[config.mk]
export PLATFORM = sky130hd
export DESIGN_NAME = atsd_trim_swap_dither_regs
export DESIGN_NICKNAME = d
export VERILOG_FILES = /design/src/rtl/atsd_pkg.sv /design/src/rtl/atsd_swap_timer.sv /design/src/rtl/atsd_trim_swap_dither_regs.sv
export SDC_FILE = /design/constraint.sdc
export NUM_CORES = 1
export LEC_CHECK = 0
export BUFFER_PORTS_ARGS = -buffer_cell sky130_fd_sc_hd__buf_2
export CAP_MARGIN = 20
export CORE_ASPECT_RATIO = 0.8
export CORE_MARGIN = 5
export CORE_UTILIZATION = 55
export CTS_BUF_LIST = sky130_fd_sc_hd__clkbuf_2 sky130_fd_sc_hd__clkbuf_4 sky130_fd_sc_hd__clkbuf_8
export DETAILED_ROUTE_END_ITERATION = 10
export PLACE_DENSITY = 0.94
export SYNTH_ARGS = -nofsm -noshare
export SYNTH_HDL_FRONTEND = slang
export SYNTH_SLANG_ARGS = --single-unit
[constraint.sdc]
create_clock -name clock -period 2.6 [get_ports clock]
set_clock_uncertainty 0.05 [all_clocks]
set_input_delay 0.26 -clock clock [delete_from_list [all_inputs] [get_ports clock]]
set_output_delay 0.26 -clock clock [all_outputs]
set_load 0.03 [all_outputs]
[src/rtl/atsd_pkg.sv]
package atsd_pkg;

   // ------------------------------------------------------------
   // Bus geometry
   // ------------------------------------------------------------
   localparam int unsigned ADR_W  = 10;
   localparam int unsigned DATA_W = 32;
   localparam int unsigned SEL_W  = 4;
   localparam int unsigned REG_W  = 8;

   // ------------------------------------------------------------
   // Register indices; the byte address is four times the index
   // ------------------------------------------------------------
   localparam logic [7:0] IDX_TRIM_B   = 8'h7F;
   localparam logic [7:0] IDX_TRIM_C   = 8'h80;
   localparam logic [7:0] IDX_TRIM_D   = 8'h81;
   localparam logic [7:0] IDX_OVERLAP  = 8'h9A;
   localparam logic [7:0] IDX_STEER    = 8'h9B;
   localparam logic [7:0] IDX_DITHER   = 8'h9D;
   localparam logic [7:0] IDX_STATUS   = 8'hA0;

   // ------------------------------------------------------------
   // Field positions and reset values
   // ------------------------------------------------------------
   localparam int unsigned DLY_W         = 5;
   localparam int unsigned DLY_MSB       = 4;
   localparam int unsigned DITH_EN_BIT   = 0;
   localparam int unsigned DITH_AMP_BIT  = 1;
   localparam int unsigned DITH_RND_BIT  = 2;
   localparam int unsigned STAT_BUSY_BIT = 0;
   localparam int unsigned STAT_OVL_BIT  = 1;
   localparam int unsigned STAT_CAL_BIT  = 2;
   localparam logic [DLY_W-1:0] OVERLAP_RESET = 5'h08;
   localparam logic [DLY_W-1:0] STEER_RESET   = 5'h07;
   localparam logic [2:0]       DITHER_RESET  = 3'h0;

   // ------------------------------------------------------------
   // Timing: overlap lasts BASE + MULT * field core clock cycles
   // ------------------------------------------------------------
   localparam int unsigned OVL_CNT_W = 7;
   localparam logic [OVL_CNT_W-1:0] OVERLAP_BASE = 7'h04;
   localparam int unsigned OVERLAP_MULT_SHIFT = 1;
   localparam int unsigned STEER_DEPTH = 32;

   // ------------------------------------------------------------
   // Carriers
   // ------------------------------------------------------------
   typedef struct packed {
      logic rounding;
      logic amplitude;
      logic enable;
   } atsd_dither_s;

   typedef struct packed {
      logic [DLY_W-1:0] overlap;
      logic [DLY_W-1:0] steer;
   } atsd_swap_cfg_s;

   // Number of core clock cycles in which both cores sample one input.
   function automatic logic [OVL_CNT_W-1:0] overlapCycles(input logic [DLY_W-1:0] dly);
      overlapCycles = OVERLAP_BASE + (OVL_CNT_W'(dly) << OVERLAP_MULT_SHIFT);
   endfunction

endpackage

[src/rtl/atsd_swap_timer.sv]
`timescale 1ns/1ps
`default_nettype none
module atsd_swap_timer (
   // Clock and reset
   input  wire logic                         clock,
   input  wire logic                         reset,
   // Settings already taken into the core domain
   input  wire atsd_pkg::atsd_swap_cfg_s     cfg,
   // Swap control from the calibration sequencer
   input  wire logic                         swapStart,
   input  wire logic                         steerSelRaw,
   // Results
   output logic                              overlapActive,
   output logic                              swapBusy,
   output logic                              steerSel
);
   import atsd_pkg::*;

   logic [OVL_CNT_W-1:0]   ovlCnt_q;
   logic [DLY_W-1:0]       steerDly_q;
   logic [DLY_W:0]         tailCnt_q;
   logic [STEER_DEPTH-1:0] hist_q;
   logic                   delayedSel;

   // ------------------------------------------------------------
   // Overlap window
   // ------------------------------------------------------------
   // The length is latched at start so a write mid-swap cannot stretch it.
   always_ff @(posedge clock) begin
      if (reset) begin
         ovlCnt_q      <= '0;
         overlapActive <= 1'b0;
      end else if (swapStart && !swapBusy) begin
         ovlCnt_q      <= overlapCycles(cfg.overlap) - OVL_CNT_W'(1);
         overlapActive <= 1'b1;
      end else if (overlapActive) begin
         if (ovlCnt_q == '0) begin
            overlapActive <= 1'b0;
         end else begin
            ovlCnt_q <= ovlCnt_q - OVL_CNT_W'(1);
         end
      end
   end

   // ------------------------------------------------------------
   // Swap in progress: overlap plus the steering delay tail
   // ------------------------------------------------------------
   // The tail keeps the delayed select in force until the late change lands.
   always_ff @(posedge clock) begin
      if (reset) begin
         swapBusy   <= 1'b0;
         steerDly_q <= '0;
         tailCnt_q  <= '0;
      end else if (swapStart && !swapBusy) begin
         swapBusy   <= 1'b1;
         steerDly_q <= cfg.steer;
         tailCnt_q  <= {1'b0, cfg.steer};
      end else if (swapBusy && !overlapActive) begin
         if (tailCnt_q == '0) begin
            swapBusy <= 1'b0;
         end else begin
            tailCnt_q <= tailCnt_q - (DLY_W+1)'(1);
         end
      end
   end

   // ------------------------------------------------------------
   // Steering select delay line
   // ------------------------------------------------------------
   always_ff @(posedge clock) begin
      if (reset) begin
         hist_q <= '0;
      end else begin
         hist_q <= {hist_q[STEER_DEPTH-2:0], steerSelRaw};
      end
   end

   // Tap zero means no added delay.
   always_comb begin
      if (steerDly_q == '0) begin
         delayedSel = steerSelRaw;
      end else begin
         delayedSel = hist_q[steerDly_q - DLY_W'(1)];
      end
   end

   // Delay applies only inside a swap; outside it the select passes straight.
   always_ff @(posedge clock) begin
      if (reset) begin
         steerSel <= 1'b0;
      end else begin
         steerSel <= swapBusy ? delayedSel : steerSelRaw;
      end
   end

endmodule
`default_nettype wire

[src/rtl/atsd_trim_swap_dither_regs.sv]
// Chosen here: the Wishbone slave port.
`timescale 1ns/1ps
`default_nettype none

module atsd_trim_swap_dither_regs #(
   parameter int unsigned TRIM_W = 8
) (
   // Clock and reset
   input  wire logic                            clock,
   input  wire logic                            reset,
   // Wishbone slave
   input  wire logic                            wb_cyc_i,
   input  wire logic                            wb_stb_i,
   input  wire logic                            wb_we_i,
   input  wire logic [atsd_pkg::ADR_W-1:0]      wb_adr_i,
   input  wire logic [atsd_pkg::SEL_W-1:0]      wb_sel_i,
   input  wire logic [atsd_pkg::DATA_W-1:0]     wb_dat_i,
   output logic      [atsd_pkg::DATA_W-1:0]     wb_dat_o,
   output logic                                 wb_ack_o,
   // Factory fuse store
   input  wire logic [TRIM_W-1:0]               fuseTrimB,
   input  wire logic [TRIM_W-1:0]               fuseTrimC,
   input  wire logic [TRIM_W-1:0]               fuseTrimD,
   // Calibration sequencer
   input  wire logic                            calEnable,
   input  wire logic                            swapStart,
   input  wire logic                            steerSelRaw,
   // Analog and core controls
   output logic      [TRIM_W-1:0]               terminationTrimB,
   output logic      [TRIM_W-1:0]               terminationTrimC,
   output logic      [TRIM_W-1:0]               terminationTrimD,
   output atsd_pkg::atsd_dither_s               ditherControl,
   output logic                                 swapOverlap,
   output logic                                 swapBusy,
   output logic                                 steerSel
);
   import atsd_pkg::*;

   // ------------------------------------------------------------
   // Declarations
   // ------------------------------------------------------------
   logic [TRIM_W-1:0]  trimB_q;
   logic [TRIM_W-1:0]  trimC_q;
   logic [TRIM_W-1:0]  trimD_q;
   logic [DLY_W-1:0]   overlapDly_q;
   logic [DLY_W-1:0]   steerDly_q;
   atsd_dither_s       dither_q;
   atsd_swap_cfg_s     coreCfg_q;
   atsd_dither_s       coreDither_q;
   logic               ack_q;
   logic [DATA_W-1:0]  rdata_q;
   logic [DATA_W-1:0]  rdata_d;
   logic               busReq;
   logic               wrCommit;
   logic [7:0]         regIdx;
   logic               idxOk;
   logic [7:0]         wbyte;
   logic               timerOverlap;
   logic               timerBusy;
   logic               timerSel;

   // Index from a byte address; unaligned low bits are ignored.
   function automatic logic [7:0] wordIndex(input logic [ADR_W-1:0] adr);
      wordIndex = adr[9:2];
   endfunction

   // Zero-extend an 8-bit register image onto the data bus.
   function automatic logic [DATA_W-1:0] busWord(input logic [REG_W-1:0] v);
      busWord = {{(DATA_W-REG_W){1'b0}}, v};
   endfunction

   // ------------------------------------------------------------
   // Bus decode
   // ------------------------------------------------------------
   // Every access is answered, mapped or not, so a stray address cannot hang the bus.
   assign busReq   = wb_cyc_i && wb_stb_i;
   assign regIdx   = wordIndex(wb_adr_i);
   assign wbyte    = wb_dat_i[REG_W-1:0];
   // A write lands on the edge at which the master samples the ack.
   assign wrCommit = busReq && wb_we_i && ack_q && wb_sel_i[0] && idxOk;

   always_comb begin
      case (regIdx)
         IDX_TRIM_B, IDX_TRIM_C, IDX_TRIM_D,
         IDX_OVERLAP, IDX_STEER, IDX_DITHER: begin
            idxOk = 1'b1;
         end
         default: begin
            idxOk = 1'b0;
         end
      endcase
   end

   // ------------------------------------------------------------
   // Acknowledge
   // ------------------------------------------------------------
   // One wait state, then ack for one cycle; it drops even if the master holds stb.
   always_ff @(posedge clock) begin
      if (reset) begin
         ack_q <= 1'b0;
      end else begin
         ack_q <= busReq && !ack_q;
      end
   end

   assign wb_ack_o = ack_q;

   // ------------------------------------------------------------
   // Termination trims
   // ------------------------------------------------------------
   // Reset captures the fuse image; the reset is synchronous so taking a port is safe.
   always_ff @(posedge clock) begin
      if (reset) begin
         trimB_q <= fuseTrimB;
         trimC_q <= fuseTrimC;
         trimD_q <= fuseTrimD;
      end else if (wrCommit) begin
         case (regIdx)
            IDX_TRIM_B: begin
               trimB_q <= wbyte[TRIM_W-1:0];
            end
            IDX_TRIM_C: begin
               trimC_q <= wbyte[TRIM_W-1:0];
            end
            IDX_TRIM_D: begin
               trimD_q <= wbyte[TRIM_W-1:0];
            end
            default: begin
            end
         endcase
      end
   end

   // ------------------------------------------------------------
   // Swap delays
   // ------------------------------------------------------------
   // Only bits 4:0 are stored; reserved bits 7:5 are dropped and read zero.
   // The overlap value is not locked against calibration; software keeps clear of it.
   always_ff @(posedge clock) begin
      if (reset) begin
         overlapDly_q <= OVERLAP_RESET;
         steerDly_q   <= STEER_RESET;
      end else if (wrCommit) begin
         if (regIdx == IDX_OVERLAP) begin
            overlapDly_q <= wbyte[DLY_MSB:0];
         end
         if (regIdx == IDX_STEER) begin
            steerDly_q <= wbyte[DLY_MSB:0];
         end
      end
   end

   // ------------------------------------------------------------
   // Dither control
   // ------------------------------------------------------------
   always_ff @(posedge clock) begin
      if (reset) begin
         dither_q <= atsd_dither_s'(DITHER_RESET);
      end else if (wrCommit && regIdx == IDX_DITHER) begin
         dither_q.enable    <= wbyte[DITH_EN_BIT];
         dither_q.amplitude <= wbyte[DITH_AMP_BIT];
         dither_q.rounding  <= wbyte[DITH_RND_BIT];
      end
   end

   // ------------------------------------------------------------
   // Read data
   // ------------------------------------------------------------
   always_comb begin
      rdata_d = '0;
      case (regIdx)
         IDX_TRIM_B: begin
            rdata_d = busWord(REG_W'(trimB_q));
         end
         IDX_TRIM_C: begin
            rdata_d = busWord(REG_W'(trimC_q));
         end
         IDX_TRIM_D: begin
            rdata_d = busWord(REG_W'(trimD_q));
         end
         IDX_OVERLAP: begin
            rdata_d = busWord(REG_W'(overlapDly_q));
         end
         IDX_STEER: begin
            rdata_d = busWord(REG_W'(steerDly_q));
         end
         IDX_DITHER: begin
            rdata_d = busWord(REG_W'(dither_q));
         end
         IDX_STATUS: begin
            rdata_d[STAT_BUSY_BIT] = timerBusy;
            rdata_d[STAT_OVL_BIT]  = timerOverlap;
            rdata_d[STAT_CAL_BIT]  = calEnable;
         end
         default: begin
            rdata_d = '0;
         end
      endcase
   end

   // Data is sampled with the ack and cleared otherwise, so the bus idles at zero.
   always_ff @(posedge clock) begin
      if (reset) begin
         rdata_q <= '0;
      end else if (busReq && !ack_q && !wb_we_i) begin
         rdata_q <= rdata_d;
      end else begin
         rdata_q <= '0;
      end
   end

   assign wb_dat_o = rdata_q;

   // ------------------------------------------------------------
   // Core-side retiming
   // ------------------------------------------------------------
   // A single clock serves as core clock; one register stage decouples bus timing.
   always_ff @(posedge clock) begin
      if (reset) begin
         coreCfg_q.overlap <= OVERLAP_RESET;
         coreCfg_q.steer   <= STEER_RESET;
         coreDither_q      <= atsd_dither_s'(DITHER_RESET);
      end else begin
         coreCfg_q.overlap <= overlapDly_q;
         coreCfg_q.steer   <= steerDly_q;
         coreDither_q      <= dither_q;
      end
   end

   // ------------------------------------------------------------
   // Swap timing
   // ------------------------------------------------------------
   atsd_swap_timer uSwapTimer (
      .clock         (clock),
      .reset         (reset),
      .cfg           (coreCfg_q),
      .swapStart     (swapStart),
      .steerSelRaw   (steerSelRaw),
      .overlapActive (timerOverlap),
      .swapBusy      (timerBusy),
      .steerSel      (timerSel)
   );

   // ------------------------------------------------------------
   // Output registers
   // ------------------------------------------------------------
   // The trims go straight out; in reset they follow the fuses so termination never sees a zero trim.
   always_ff @(posedge clock) begin
      if (reset) begin
         terminationTrimB <= fuseTrimB;
         terminationTrimC <= fuseTrimC;
         terminationTrimD <= fuseTrimD;
      end else begin
         terminationTrimB <= trimB_q;
         terminationTrimC <= trimC_q;
         terminationTrimD <= trimD_q;
      end
   end

   // Dither controls for the cores.
   always_ff @(posedge clock) begin
      if (reset) begin
         ditherControl <= atsd_dither_s'(DITHER_RESET);
      end else begin
         ditherControl <= coreDither_q;
      end
   end

   // Swap outputs: one extra stage keeps them aligned with each other.
   always_ff @(posedge clock) begin
      if (reset) begin
         swapOverlap <= 1'b0;
         swapBusy    <= 1'b0;
         steerSel    <= 1'b0;
      end else begin
         swapOverlap <= timerOverlap;
         swapBusy    <= timerBusy;
         steerSel    <= timerSel;
      end
   end

endmodule
`default_nettype wire

==> summary.txt <==
Status: completed
Reg2reg setup slack: 0.40 ns
P&R area growth vs syn: 15.84%
Final hold vios: 0
Ys async rst share: 0%
Iter 0 DRT Violations: 494
Worst-skew pair later-pin latency: 0.44 ns
I/O pin cnt: 141
Setup Crit Path Kind: reg -> reg
Final setup fails: 0
Hold Crit Class: in -> reg
H-tree levels: 4
Maximum clock path buffer count: 2
#FFs+latches synth: 142
Post-DP HPWL: 9.109 mm
Final period utilization: 84.46%
Yosys top cell by area: dfxtp_1
Die area: 12630 µm²
Seq/Total Area, Yosys: 53.53%
Share of layout cells above drive strength 1: 20.38%
Core area: 10240 µm²
Setup crit end kind: register
Maxcap violations: 0
Crit-path max FO: 8
Inserted Diodes: 0
Routed wire per std cell: 15.80 µm
Crit path DAT: 2.48 ns
Largest net degree at the start of global routing: 82
Layout Cells excl Fill: 822
Count leader, synth: dfxtp_1
Clk sink count: 142
Syn Area/Cell: 10.03 µm²
Startpoint Class: register
Mapped Area: 5759 µm²
R2R cell count: 7
Routed WL: 12.98 mm
FP Rows: 33
Root Buffer: clkbuf_8
Min-delay src: fuseTrimD[6]
Synth top cells by count: 118 x dfxtp_1, 78 x nand2_1, 48 x nor2b_1
Worst hold stages: 3
Setup crit start: uSwapTimer.ovlCnt_q[0]
Total global-route track usage: 21.06%
Main flop type after synthesis: dfxtp_1
Worst r2r src: uSwapTimer.ovlCnt_q[0]
Gpl congestion: 0.8724
CP max stage delay: 0.53 ns
Die height: 101.5 µm
DRC violations left: 0
LEAKAGE: 2.978 nW
Initial antenna violation count: 0
Slew HR: 52.38%
First-pass GRT wire length: 21.30 mm
Fmax: 0.4554 GHz
Post_cts resized: 0
Port Buffers: 87
DR pass1 iterations: 6
FF-to-FF End: uSwapTimer.ovlCnt_q[5]
Least-Margin Pin Slew: 0.7143 ns
PwrDens: 691.7 nW/µm²
Area share of the largest cell type after synthesis: 41.02%
Final net count: 753
Unrepaired setup endpoints after global routing: no
Post-Synthesis Cells: 574
Cell variety after synth: 56
Antenna-violating nets left: 0
Cells along the critical path: inv_1, ha_1, nor4b_1, a21boi_1, nand4_1, xor2_1, a211oi_1
Max Slew Vio Count: 0
Via density per instance: 5.336
Synth top area cells: dfxtp_1 41%, edfxtp_1 13%, nor2b_1 5.2%, nand2_1 5.1%, mux2i_1 3.1%
Period minus WS final: 2.196 ns
Starting Density: 56.24%
Die Wd: 124.4 µm
Hold Path End: terminationTrimD[6]
Worst vdd ir: 0.0004500 V
Vias in the first global route: 4367
Setup TNS: 0 ns
Dpl cells: 786
CP required: 2.88 ns
Num CTS Buffers: 17
Clock slew at reported path FFs: 0.08 ns
Worst path slowest cell: a21boi_1
CTS tree: yes
Routed via count: 4386
Yosys warnings: 0
EDFF count, synth: 24
Gr ovfl total: 0
per-layer routing:
layer  vias to the layer above  track usage (%)  part of all wire (%)
li1                       2089                -                     -
met1                      2083            25.47                    42
met2                       186            35.26                    48
met3                        28            6.589                   7.7
met4                         0            9.183                   2.5
met5                         -                0                     0
report_power, final:
part | total, W | switching (W) | internal [W]
combinational | 0.000581 | 0.000387 | 0.000194
sequential | 0.00241 | 0.0000608 | 0.00235
clock | 0.00163 | 0.000792 | 0.000835
cells in the final DEF, fill, tap and decap left out, types with 17 or more instances in the layout:
cell type / n
nand2_1: 78
nand2b_1: 17
edfxtp_1: 24
nor2b_1: 48
inv_1: 37
conb_1: 24
nor2_1: 30
buf_2: 86
mux2i_1: 18
dfxtp_1: 118
clkbuf_8: 19
o21ai_0: 28
cells by family (layout without fill, tap and decap cells):
group | Yosys count | after routing | synth area share, %
xor gates and xnor gates | 13 | 13 | 1.977
muxes | 27 | 27 | 6.974
other | 1 | 24 | 0.06511
adders and majority gates | 6 | 6 | 1.303
buffers and inverters | 86 | 171 | 7.343
and+or+nand+nor | 214 | 214 | 19.14
AOI/OAI and AO/OA | 85 | 85 | 9.668
DFF | 142 | 142 | 53.53
worst max path at each step:
stage                        endpoint  slack [ns]  cells after the start
4_1_cts        uSwapTimer.ovlCnt_q[5]        0.41                      7
3_5_place_dp               trimC_q[4]        0.36                      7
5_1_grt        uSwapTimer.ovlCnt_q[5]        0.16                      7
3_3_place_gp               trimC_q[4]        0.39                      7
2_1_floorplan     uSwapTimer.steerSel        0.31                      8
6_report       uSwapTimer.ovlCnt_q[5]        0.40                      7
stage by stage:
step	power, W	utilization [%]	setup slack [ns]	hold WS (ns)	instance area [µm²]
2_1_floorplan	0.002872	-	0.3071	0.2897	5846
3_3_place_gp	0.002987	61.11	0.3869	0.3883	6257
3_5_place_dp	0.003014	61.11	0.3630	0.3758	6257
4_1_cts	0.004627	65.05	0.4064	0.0004529	6661
5_1_grt	0.004821	65.15	0.1637	0.004297	6671
6_report	0.004615	65.15	0.4041	0.009194	6671
state kept, by name (all words and copies together) (netlist names), 3 cells and up:
name,cells
coreDither_q,3
overlapDly_q,5
steerDly_q,5
terminationTrimB,8
uSwapTimer.steerDly_q,5
coreCfg_q,10
terminationTrimC,8
terminationTrimD,8
ditherControl,3
trimD_q,8
uSwapTimer.tailCnt_q,6
uSwapTimer.hist_q,32
wb_dat_o,8
trimC_q,8
uSwapTimer.ovlCnt_q,7
trimB_q,8
dither_q,3
layout make-up:
class / instances / area [µm²]
inverter: 37 / 138.9
multi-input combinational: 369 / 2340
clock inverter: 10 / 90.09
clock buffer: 22 / 284.0
tap: 140 / 175.2
sequential: 142 / 3083
fill: 767 / 3568
timing repair buffer: 102 / 560.5
critical path: cells and delay by family, from the launching register on:
kind,cells,cell delay (ns)
buffers and inverters,1,0.09
xor gates and xnor gates,1,0.20
DFF,1,0.38
and+or+nand+nor,2,0.35
adders and majority gates,1,0.19
AOI/OAI and AO/OA,2,0.83
repair_timing:
| item | in CTS | in global routing |
|---|---|---|
| endpoints found under the setup margin | 0 | 0 |
| endpoints found under the hold margin | 3 | 1 |
| buffers inserted | 0 | 0 |
| hold buffers | 3 | 1 |
Note: power is estimated with default switching activity, not from simulation.
